### src/core/rxtx_cfg_map.vh
`ifndef RXTX_CFG_MAP_VH
`define RXTX_CFG_MAP_VH
// Register addresses.
`define ADDR_DEMOD_CFG      6'h19
`define ADDR_RSVD_A         6'h1A
`define ADDR_RSVD_B         6'h1B
`define ADDR_TX_PARAMS      6'h1C
`define ADDR_RX_PARAMS      6'h1D
`define ADDR_RSVD_C         6'h1E
`define ADDR_UART_SPEED     6'h1F
// Reset values.
`define RST_DEMOD_CFG       8'h4D
`define RST_RSVD            8'h00
`define RST_TX_PARAMS       8'h62
`define RST_RX_PARAMS       8'h00
`define RST_UART_SPEED      8'hEB
// Reset values of the fields, split out of the register patterns above.
`define RST_TX_RSVD         6'h18
`define RST_RESP_WAIT       2'h2
`define RST_SPEED_HI        3'h7
`define RST_SPEED_LO        5'h0B
// Field positions.
`define CHAN_USE_HI         7
`define CHAN_USE_LO         6
`define FIXED_CHAN_BIT      5
`define PRESC_PARITY_BIT    4
`define RCV_TAU_HI          3
`define RCV_TAU_LO          2
`define BURST_TAU_HI        1
`define BURST_TAU_LO        0
`define RESP_WAIT_HI        1
`define RESP_WAIT_LO        0
`define PARITY_OFF_BIT      4
`define SPEED_HI_HI         7
`define SPEED_HI_LO         5
`define SPEED_LO_HI         4
`define SPEED_LO_LO         0
// Fixed offset added to the response wait field, in bit times.
`define RESP_WAIT_FIXED     4'h7
// Channel choice codes.
`define CHAN_I              1'b0
`define CHAN_Q              1'b1
`endif

### src/core/channel_select.v
`timescale 1ns/10ps
`include "rxtx_cfg_map.vh"
// Chooses the I or Q receive channel from the demodulator settings.
module channel_select (
    input  wire       clk,
    input  wire       srst,
    input  wire [1:0] channel_usage,
    input  wire       fixed_channel,
    input  wire       q_stronger,
    input  wire       in_comm,
    output reg        use_q_r
);
    reg  use_q_nxt;

    // Fixed mode overrides automatic choice; freeze holds the pick while communicating.
    always @* begin
        use_q_nxt = use_q_r;
        if (fixed_channel) begin
            use_q_nxt = channel_usage[0];
        end else if (channel_usage == 2'b00) begin
            use_q_nxt = q_stronger;
        end else if (channel_usage == 2'b01) begin
            if (!in_comm) begin
                use_q_nxt = q_stronger;
            end
        end
    end

    always @(posedge clk) begin
        if (srst) begin
            use_q_r <= `CHAN_I;
        end else begin
            use_q_r <= use_q_nxt;
        end
    end
endmodule

### src/core/timer_tick.v
`timescale 1ns/10ps
// Divides the carrier-rate enable by 2*prescale+1 or 2*prescale+2.
module timer_tick (
    input  wire        clk,
    input  wire        srst,
    input  wire        carrier_en,
    input  wire [11:0] prescaler_value,
    input  wire        prescaler_parity,
    output reg         tick_r
);
    reg  [12:0] cnt_r;
    wire [12:0] last;

    assign last = {prescaler_value, 1'b0} + {12'h000, prescaler_parity};

    // The terminal count is compared live, so a new prescale takes effect within the current period.
    always @(posedge clk) begin
        if (srst) begin
            cnt_r  <= 13'h0000;
            tick_r <= 1'b0;
        end else begin
            tick_r <= 1'b0;
            if (carrier_en) begin
                if (cnt_r >= last) begin
                    cnt_r  <= 13'h0000;
                    tick_r <= 1'b1;
                end else begin
                    cnt_r <= cnt_r + 13'h0001;
                end
            end
        end
    end
endmodule

### src/core/reader_rx_tx_config_regs.v
`timescale 1ns/10ps
`include "rxtx_cfg_map.vh"
// Behaviour
// - The demodulator config register at 19h resets to 4Dh and is fully read/write.
// - Channel usage 00 picks the stronger channel, 01 also freezes it while communicating.
// - Automatic channel choice acts only while the fixed channel bit is 0.
// - With fixed channel set, usage bit 0 low forces I and high forces Q.
// - Parity bit 0 makes the timer tick at carrier over twice prescale plus one.
// - Parity bit 1 makes the timer tick at carrier over twice prescale plus two.
// - Receive time constant sets the PLL during reception, 00 freezes it.
// - Burst time constant sets the PLL during the burst phase.
// - Addresses 1Ah, 1Bh and 1Eh are reserved, read 00h and do nothing.
// - Transmit params at 1Ch reset to 62h with response wait in bits 1 to 0.
// - The additional response time is the response wait field plus 7 bits.
// - Receive params at 1Dh reset to 00h with only bit 4 writable.
// - Parity off stops parity generation on transmit and checking on receive.
// - With parity off, each received parity bit passes on as a data bit.
// - The UART speed register at 1Fh resets to EBh with 3-bit and 5-bit factors.
module reader_rx_tx_config_regs (
    input  wire        clk,
    input  wire        srst,
    input  wire [5:0]  reg_addr,
    input  wire        reg_wr,
    input  wire        reg_rd,
    input  wire [7:0]  reg_wdata,
    output reg  [7:0]  reg_rdata_r,
    output reg         reg_hit_r,
    input  wire        q_stronger,
    input  wire        in_comm,
    input  wire        receiving,
    input  wire        in_burst,
    input  wire        carrier_en,
    input  wire [11:0] prescaler_value,
    input  wire        rx_bit_valid,
    input  wire        rx_bit,
    input  wire        rx_is_parity,
    input  wire        rx_parity_ok,
    output reg         use_q_channel_r,
    output reg         timer_tick_r,
    output reg  [1:0]  pll_tau_r,
    output reg         pll_freeze_r,
    output reg  [3:0]  response_extra_r,
    output reg         tx_parity_gen_r,
    output reg         rx_data_valid_r,
    output reg         rx_data_r,
    output reg         rx_parity_err_r,
    output reg  [2:0]  speed_factor_hi_r,
    output reg  [4:0]  speed_factor_lo_r
);
    reg  [7:0] demod_cfg_r;
    reg  [1:0] response_wait_r;
    reg        parity_off_r;
    reg  [7:0] rdata_nxt;
    reg        hit_nxt;
    wire       use_q_w;
    wire       tick_w;
    wire       wr_demod;
    wire       wr_tx;
    wire       wr_rx;
    wire       wr_speed;

    // Register address compare, used by the write decodes only; the read mux decodes with a case.
    function match;
        input [5:0] addr;
        input [5:0] want;
        begin
            match = (addr == want);
        end
    endfunction

    assign wr_demod = reg_wr && match(reg_addr, `ADDR_DEMOD_CFG);
    assign wr_tx    = reg_wr && match(reg_addr, `ADDR_TX_PARAMS);
    assign wr_rx    = reg_wr && match(reg_addr, `ADDR_RX_PARAMS);
    assign wr_speed = reg_wr && match(reg_addr, `ADDR_UART_SPEED);

    // Register writes; reserved locations have no storage so writes vanish.
    always @(posedge clk) begin
        if (srst) begin
            demod_cfg_r       <= `RST_DEMOD_CFG;
            response_wait_r   <= `RST_RESP_WAIT;
            parity_off_r      <= 1'b0;
            speed_factor_hi_r <= `RST_SPEED_HI;
            speed_factor_lo_r <= `RST_SPEED_LO;
        end else begin
            if (wr_demod) begin
                demod_cfg_r <= reg_wdata;
            end
            if (wr_tx) begin
                response_wait_r <= reg_wdata[`RESP_WAIT_HI:`RESP_WAIT_LO];
            end
            if (wr_rx) begin
                parity_off_r <= reg_wdata[`PARITY_OFF_BIT];
            end
            if (wr_speed) begin
                speed_factor_hi_r <= reg_wdata[`SPEED_HI_HI:`SPEED_HI_LO];
                speed_factor_lo_r <= reg_wdata[`SPEED_LO_HI:`SPEED_LO_LO];
            end
        end
    end

    // Read mux; reserved bits of mixed registers return their reset pattern.
    always @* begin
        rdata_nxt = 8'h00;
        hit_nxt   = 1'b1;
        case (reg_addr)
            `ADDR_DEMOD_CFG: begin
                rdata_nxt = demod_cfg_r;
            end
            `ADDR_RSVD_A, `ADDR_RSVD_B, `ADDR_RSVD_C: begin
                rdata_nxt = `RST_RSVD;
            end
            `ADDR_TX_PARAMS: begin
                rdata_nxt = {`RST_TX_RSVD, response_wait_r};
            end
            `ADDR_RX_PARAMS: begin
                rdata_nxt = {3'h0, parity_off_r, 4'h0};
            end
            `ADDR_UART_SPEED: begin
                rdata_nxt = {speed_factor_hi_r, speed_factor_lo_r};
            end
            default: begin
                hit_nxt = 1'b0;
            end
        endcase
    end

    // Read data registers on a read strobe and holds until the next one.
    always @(posedge clk) begin
        if (srst) begin
            reg_rdata_r <= 8'h00;
            reg_hit_r   <= 1'b0;
        end else if (reg_rd) begin
            reg_rdata_r <= rdata_nxt;
            reg_hit_r   <= hit_nxt;
        end
    end

    channel_select u_chan (
        .clk           (clk),
        .srst          (srst),
        .channel_usage (demod_cfg_r[`CHAN_USE_HI:`CHAN_USE_LO]),
        .fixed_channel (demod_cfg_r[`FIXED_CHAN_BIT]),
        .q_stronger    (q_stronger),
        .in_comm       (in_comm),
        .use_q_r       (use_q_w)
    );

    timer_tick u_tick (
        .clk              (clk),
        .srst             (srst),
        .carrier_en       (carrier_en),
        .prescaler_value  (prescaler_value),
        .prescaler_parity (demod_cfg_r[`PRESC_PARITY_BIT]),
        .tick_r           (tick_w)
    );

    // Derived control outputs, all registered so the top drives from flops.
    always @(posedge clk) begin
        if (srst) begin
            use_q_channel_r  <= 1'b0;
            timer_tick_r     <= 1'b0;
            pll_tau_r        <= 2'h0;
            pll_freeze_r     <= 1'b0;
            response_extra_r <= 4'h0;
            tx_parity_gen_r  <= 1'b1;
        end else begin
            use_q_channel_r <= use_q_w;
            timer_tick_r    <= tick_w;
            if (receiving) begin
                pll_tau_r    <= demod_cfg_r[`RCV_TAU_HI:`RCV_TAU_LO];
                pll_freeze_r <= (demod_cfg_r[`RCV_TAU_HI:`RCV_TAU_LO] == 2'b00);
            end else if (in_burst) begin
                pll_tau_r    <= demod_cfg_r[`BURST_TAU_HI:`BURST_TAU_LO];
                pll_freeze_r <= 1'b0;
            end else begin
                pll_tau_r    <= demod_cfg_r[`BURST_TAU_HI:`BURST_TAU_LO];
                pll_freeze_r <= 1'b0;
            end
            response_extra_r <= {2'b00, response_wait_r} + `RESP_WAIT_FIXED;
            tx_parity_gen_r  <= ~parity_off_r;
        end
    end

    // Receive bit path; parity bits are consumed or forwarded by the switch.
    always @(posedge clk) begin
        if (srst) begin
            rx_data_valid_r <= 1'b0;
            rx_data_r       <= 1'b0;
            rx_parity_err_r <= 1'b0;
        end else begin
            rx_data_valid_r <= 1'b0;
            rx_parity_err_r <= 1'b0;
            if (rx_bit_valid) begin
                rx_data_r <= rx_bit;
                if (rx_is_parity && !parity_off_r) begin
                    rx_parity_err_r <= ~rx_parity_ok;
                end else begin
                    rx_data_valid_r <= 1'b1;
                end
            end
        end
    end

    // The speed factor registers above are the ports themselves, so no copy stage is needed.
endmodule

### config.mk
export PLATFORM = sky130hd
export DESIGN_NAME = reader_rx_tx_config_regs
export DESIGN_NICKNAME = d
export VERILOG_FILES = /design/src/core/channel_select.v /design/src/core/timer_tick.v /design/src/core/reader_rx_tx_config_regs.v
export VERILOG_INCLUDE_DIRS = /design/src /design/src/core
export SDC_FILE = /design/constraint.sdc
export NUM_CORES = 1
export LEC_CHECK = 0
export ABC_AREA = 1
export BUFFER_PORTS_ARGS = -buffer_cell sky130_fd_sc_hd__buf_2
export CAP_MARGIN = 25
export CELL_PAD_IN_SITES_DETAIL_PLACEMENT = 1
export CELL_PAD_IN_SITES_GLOBAL_PLACEMENT = 2
export CORE_ASPECT_RATIO = 0.5
export CORE_UTILIZATION = 33
export CTS_CLUSTER_SIZE = 30
export DETAILED_ROUTE_END_ITERATION = 12
export GPL_ROUTABILITY_DRIVEN = 0
export PLACE_DENSITY_LB_ADDON = 0.1
export RECOVER_POWER = 25
export SLEW_MARGIN = 20
export SYNTH_ARGS = -nofsm -noshare
export SYNTH_HDL_FRONTEND = slang
export SYNTH_SLANG_ARGS = --single-unit
export TNS_END_PERCENT = 100
### constraint.sdc
create_clock -name clk -period 2.5 [get_ports clk]
set_input_delay 0.125 -clock clk [delete_from_list [all_inputs] [get_ports clk]]
set_output_delay 0.125 -clock clk [all_outputs]
set_load 0.03 [all_outputs]
=== Word level (Yosys, flattened, before mapping) ===
Index checks and enable logic that the tools add are counted.

* Add/sub/neg operators: 3
* Multipliers: 0
* Div/mod/pow operators: 0
* Order comparisons: 1
* Equal/unequal tests: 9
* Shift-type cells: 0
* Multiplexer cells: 10
* Bitwise logic cells: 6
* Reductions and logical operators: 15

{| class="wikitable"
|+ Operator list
! cell !! number
|-
| 6-bit by 5-bit equality test with 1-bit output (second input constant) || 7
|-
| 8-bit case mux with 4 select lines || 1
|-
| 13-bit by 1-bit adder with 13-bit output || 1
|-
| 13-bit by 1-bit adder with 13-bit output (second input constant) || 1
|-
| 13-bit >= comparator || 1
|-
| 13-bit 2-to-1 mux || 1
|-
| 1-bit 2-to-1 mux || 7
|-
| 7-bit OR reduction || 1
|-
| 1-bit inverter || 6
|-
| 2-bit OR reduction || 3
|-
| 1-bit logical AND || 5
|-
| 2-bit by 3-bit adder with 4-bit output (second input constant) || 1
|-
| 2-bit zero test || 2
|-
| 3-bit by 1-bit inequality test with 1-bit output (second input constant) || 1
|-
| 3-bit nonzero test || 1
|-
| 3-bit OR reduction || 1
|-
| 2-bit by 1-bit equality test with 1-bit output (second input constant) || 1
|-
| 2-bit 2-to-1 mux || 1
|-
| 2-bit AND reduction || 1
|-
| 1-bit zero test || 1
|}

* Flip-flop bits (word level): 56
* Bits in latches: 0
* Memory bits (writable): 0
* Memory bits (read-only): 0
* Bits of input ports: 39
* Output and inout port bits: 30
* Logic and storage cells: 63
* Memories: 0

=== Depth between registers and ports, before layout ===
* Depth after elaboration: 4
* Depth in mapped cells: 12

=== Cells and area by module ===
Synthesis repeated with hierarchy kept, for this count alone.

* Cell total of the unflattened synthesis: 359
* Area total of the unflattened synthesis: 2,810.2 um2

{| class="wikitable"
|+ By module, submodules not included
! module !! instances !! cells each !! area an instance (um2)
|-
| reader_rx_tx_config_regs || 1 || 211 || 1,719.1
|-
| timer_tick || 1 || 135 || 1,017.2
|-
| channel_select || 1 || 13 || 73.8
|}

=== Worst setup path before layout ===
No wires, ideal clock.

* Path type: register -> register
* From: register u_tick.cnt_r[4]
* To: register u_tick.cnt_r[4]
* Setup time: 0.117 ns
* Data arrival time: 1.341 ns
* Required time: 2.383 ns
* Setup slack: 1.042 ns
* Stages on the path, launching flop included: 12
* Buffers on the path: 1
* Clock period less this slack: 1.458 ns
* Cells stage by stage: dfxtp_1 ha_1 nand2_1 nor2_1 nand2_1 nor2_1 nor2_1 nand3_2 nand2_2 nand2_4 buf_6 nor2_2

* Cells in the longest elaborated chain, start to end: 2
* Elaborated cells on any way between the ends: 3
* Those cells by class: add/sub: 1; order compare: 1; mux: 1

{| class="wikitable"
|+ Ends and longest elaborated chain
! element !! RTL line !! source
|-
| start, declared || timer_tick.v:11 || <nowiki>reg [12:0] cnt_r;</nowiki>
|-
| start signal, assigned || timer_tick.v:28 || <nowiki>cnt_r <= cnt_r + 13'h0001;</nowiki>
|-
| 13-bit by 1-bit adder with 13-bit output or 13-bit >= comparator (tied branches) || timer_tick.v:28, timer_tick.v:24 ||
|-
| 13-bit 2-to-1 mux * || timer_tick.v:24 || <nowiki>if (cnt_r >= last) begin</nowiki>
|}

Mark *: on every way between the ends. The rest lies on a longest branch, timed or not.
A chain may end at the register's enable or synchronous reset.

=== Final worst setup path ===
* From: register u_tick.cnt_r[7]
* To: register u_tick.cnt_r[9]

Same word-level chain as after synthesis.

==> impl_results.rst <==
.. list-table::
   :header-rows: 1

   * - Metric
     - Value
   * - Die ar.
     - roughly 9000 um2
   * - Routed length per placed instance
     - about 13 um
   * - Highest metal used
     - met4
   * - Non-Filler Cell Area, Final
     - 3420 um2
   * - Total Neg Setup Slack
     - 0 ns
   * - Filler cells
     - approximately 1.0k
   * - Row count
     - 23
   * - Maximum buffer depth of the clock tree
     - 2
   * - Setup repair after global routing missed its margin
     - false
   * - Cell at the root of the clock tree
     - clkbuf_16
   * - Number of buffers added on ports
     - between 60 and 70
   * - Final antenna diode count
     - 0
   * - Worst Setup SP
     - u_tick.cnt_r[7]$_SDFFE_PP0P_
   * - Standby leakage power
     - between 1.5 and 2 nW
   * - CTS H-tree depth
     - 2
   * - Global-route wire length before repair
     - 11900 um
   * - Outcome
     - finished, final reports clean
   * - Post-Syn Instances
     - around 350
   * - Effective utilization at floorplan
     - 34.7%
   * - Setup crit end kind
     - register
   * - Async set-reset flop share out of synthesis
     - 0%
   * - Minimum clock period after layout
     - around 1.7 ns
   * - Startpoint of the worst register-to-register path
     - u_tick.cnt_r[7]$_SDFFE_PP0P_
   * - Depth of the most critical reg-to-reg path
     - 10
   * - Die outline width
     - 133 um
   * - Area growth from synthesis to layout
     - 20.7%
   * - Final Hold Viols
     - 0
   * - Total global routing track utilization
     - approximately 17%
   * - Die Y-Extent
     - a little under 70 um
   * - Number of global-route vias before repair
     - between 2k and 3k
   * - Fraction of power spent switching nets
     - 22.9%
   * - Critical setup path kind
     - reg -> reg
   * - Capture point of the worst path
     - u_tick.cnt_r[9]$_SDFFE_PP0P_
   * - Number of iterations in the first detailed-routing pass
     - 4
   * - Post-synth EDFFs
     - 0
   * - Worst-case vdd ir drop
     - a little under 400 uV
   * - Cts bufs inserted
     - 5
   * - Share of post-route cells with drive strength above 1
     - 27.0%
   * - Resized cells post-CTS
     - 0
   * - Achievable frequency
     - 603 MHz
   * - TritonCTS clock tree
     - yes
   * - Crit start category
     - register
   * - End of the worst register-to-register path
     - u_tick.cnt_r[9]$_SDFFE_PP0P_
   * - Warnings from Yosys
     - 0
   * - Register-to-register path setup slack
     - around 0.84 ns
   * - Sequential cell fraction of total power
     - between 40% and 50%
   * - Number of DRC violations after detailed routing
     - 0
   * - Netlist cell types
     - 40
   * - Largest net degree at the start of global routing
     - 25
   * - Cell total after placement
     - 521
   * - Worst-case setup margin in the final layout
     - between 0.8 and 0.9 ns
   * - Wire length on met2
     - ~3400 um
   * - Area of the core
     - between 8000 and 9000 um2
   * - Max_cap viols
     - 0
   * - Share of synthesized area occupied by flip-flops and latches
     - between 30% and 40%
   * - Final ANT Viol Nets
     - 0
   * - Clock Latency Late Sink
     - between 0.2 and 0.3 ns
   * - Number of antenna violations at the first check in global routing
     - 0
   * - Power density cells
     - ~570 nW/um2
   * - Headroom to the max-slew limit
     - 42.9%
   * - WL met3
     - approximately 270 um
   * - Required @ worst endpoint
     - 2.68 ns
   * - Total number of clock tree sinks
     - 56
   * - Post-Synthesis Mean Instance Area
     - roughly 8.1 um2
   * - Worst Tran Pin Value
     - ~0.86 ns
   * - Share of the clock period used by the worst path after layout
     - 66.3%
   * - Post-layout instance count excluding filler cells
     - between 500 and 600
   * - Total vias in the final route
     - about 2.4k
   * - Count of state elements after synthesis
     - between 50 and 60
   * - Total count of max-transition violations in the final report
     - 0
   * - Combinational group share of total power
     - 8.7%
   * - Seq. cell area
     - 1120 um2
   * - Setup WS pre-CTS
     - between 0.8 and 0.9 ns
   * - Final net count
     - around 470
   * - Data arrival time at the worst-slack endpoint
     - 1.83 ns
   * - Post-synthesis instance area
     - between 2000 and 3000 um2
   * - Synth Flop Type
     - dfxtp_1
   * - Grt ovf
     - 0
   * - Fraction of power consumed by the clock network
     - a little over two fifths
   * - Routed via count divided by cell count
     - about 4.6
   * - Switching pwr
     - ~0.00044 W
   * - Post-detailed-placement half-perimeter wirelength
     - between 5000 and 6000 um
   * - Post-Synthesis Net Count
     - approximately 410
   * - DR iter-0 viols
     - between 50 and 60
   * - Internal Power
     - about 0.0015 W
   * - Clk_skew
     - around 0.0067 ns
   * - Worst min-delay path category
     - in -> reg
   * - Standard cell area after detailed placement
     - around 3200 um2
   * - Register clock-pin slew on the reported worst setup and hold paths
     - approximately 0.070 ns
   * - Wire length the detailed router placed on met1
     - 3410 um
   * - Combined area of the multi-input logic cells
     - 1440 um2
   * - Total detailed-routing wirelength
     - 7120 um
   * - Finish-stage setup viols
     - 0
   * - Highest fanout seen on the critical path
     - 13
   * - I/O pin count
     - 69
[layout make-up]
class,instances,area share (%)
Tap cell,112,4.10
Multi-Input combinational cell,232,42.1
Clock inverter,1,0.878
Sequential cell,56,32.8
Timing Repair Buffer,68,9.77
Inverter,54,5.93
Clock buffer,7,4.47
[layout by cell type, fill, tap and decap left out, types with 2 or more instances in the layout]
cell       netlist  routed
o21ai_1          5       5
nor2_2          12      12
o22ai_1          3       3
o211ai_1         3       3
clkbuf_16        0       5
ha_1            15      15
inv_2            3       2
nor2_8           2       2
dfxtp_1         56      56
a21oi_1         19      19
xor2_1           7       7
clkbuf_1         2       9
nor2_1          23      23
o21ai_0         10      10
clkbuf_8         0       2
buf_2            1      58
nand2_4          3       3
o211ai_2        10      10
nor2_4           4       4
inv_1           50      51
nand3_2          3       3
nand2_1         66      68
nand2_2          7       5
a21oi_2          4       4
nand3_1         22      22
nor3_1           4       4
[sequential cells by signal, summed over array words and instances, names as in the netlist]
name,flops
u_tick.cnt_r,13
demod_cfg_r,8
reg_rdata_r,8
speed_factor_lo_r,5
response_extra_r,4
speed_factor_hi_r,3
pll_tau_r,2
response_wait_r,2
parity_off_r,1
pll_freeze_r,1
reg_hit_r,1
rx_data_r,1
rx_data_valid_r,1
rx_parity_err_r,1
timer_tick_r,1
tx_parity_gen_r,1
u_chan.use_q_r,1
u_tick.tick_r,1
use_q_channel_r,1
[power by group through the flow]
stage / registers [W] / clock network (W) / logic, W
finish: 0.000916 / 0.000852 / 0.000169
detailed placement: 0.000936 / 0 / 0.000173
CTS: 0.000916 / 0.000875 / 0.000175
global placement: 0.000936 / 0 / 0.000167
global route: 0.000918 / 0.000914 / 0.000192
floorplan: 0.000953 / 0 / 0.0000915
[cell usage after synthesis (5+ instances only)]
cell       n  area, um2
nand3_1   22        110
xor2_1     7       61.3
inv_1     50        188
ha_1      15        188
nor2_2    12       75.1
nand2_1   66        248
nand2_2    7       43.8
o211ai_2  10        125
nor2_1    23       86.3
o21ai_1    5       25.0
dfxtp_1   56       1120
a21oi_1   19       95.1
o21ai_0   10       50.1
[kinds of logic (layout without fill, tap and decap cells)]
family          after synthesis  count (layout)  synth area share, %
buf+inv                      63             130                 9.50
mux                           1               1                0.353
flops                        56              56                 39.6
compound gates               57              57                 14.0
fa+ha+maj                    15              15                 6.63
xor+xnor                      8               8                 2.47
simple gates                151             151                 27.5
[repair_timing]
action | in CTS | in global routing
endpoints found under the hold margin | 1 | 0
buffers inserted | 0 | 0
hold buffers | 1 | 0
[per-layer routing]
layer | global-route usage, % | vias up
met4 | 3.45 | 0
met2 | 30.6 | 41
met1 | 20.7 | 1131
met3 | 4.58 | 6
li1 | - | 1263
met5 | 0 | -
[worst min path at each step]
| stage | depth (start not counted) | end | startpoint | slack (ns) |
|---|---|---|---|---|
| global route | 2 | rx_data_valid_r$_SDFF_PP0_ | rx_is_parity | 0.04 |
| detailed placement | 2 | rx_parity_err_r$_SDFF_PP0_ | rx_parity_ok | 0.30 |
| finish | 2 | rx_data_valid_r$_SDFF_PP0_ | rx_is_parity | 0.03 |
| CTS | 2 | rx_data_valid_r$_SDFF_PP0_ | rx_is_parity | 0.02 |
| floorplan | 1 | rx_parity_err_r$_SDFF_PP0_ | rx_parity_ok | 0.20 |
| global placement | 2 | rx_parity_err_r$_SDFF_PP0_ | rx_parity_ok | 0.29 |
[worst max-delay path: stages (launching register included)]
cell and delay [ns]:
dfxtp_1 0.36, ha_1 0.30, nand2_1 0.06, nor2_1 0.16, nand2_1 0.10, nor2_1 0.10, nor2_1 0.06, nand3_2 0.06
nand2_2 0.07, nand2_4 0.20, nor2_1 0.08
[metrics by stage]
step                      util (%)  total power [W]  hold slack [ns]
after CTS                     42.0          0.00197           0.0209
after detailed placement      39.7          0.00111            0.297
final                         41.8          0.00194           0.0273
after global routing          41.8          0.00202           0.0392
after floorplan                  -          0.00104            0.202
after global placement        39.7          0.00110            0.292
Power figures use the tool's default switching activity.
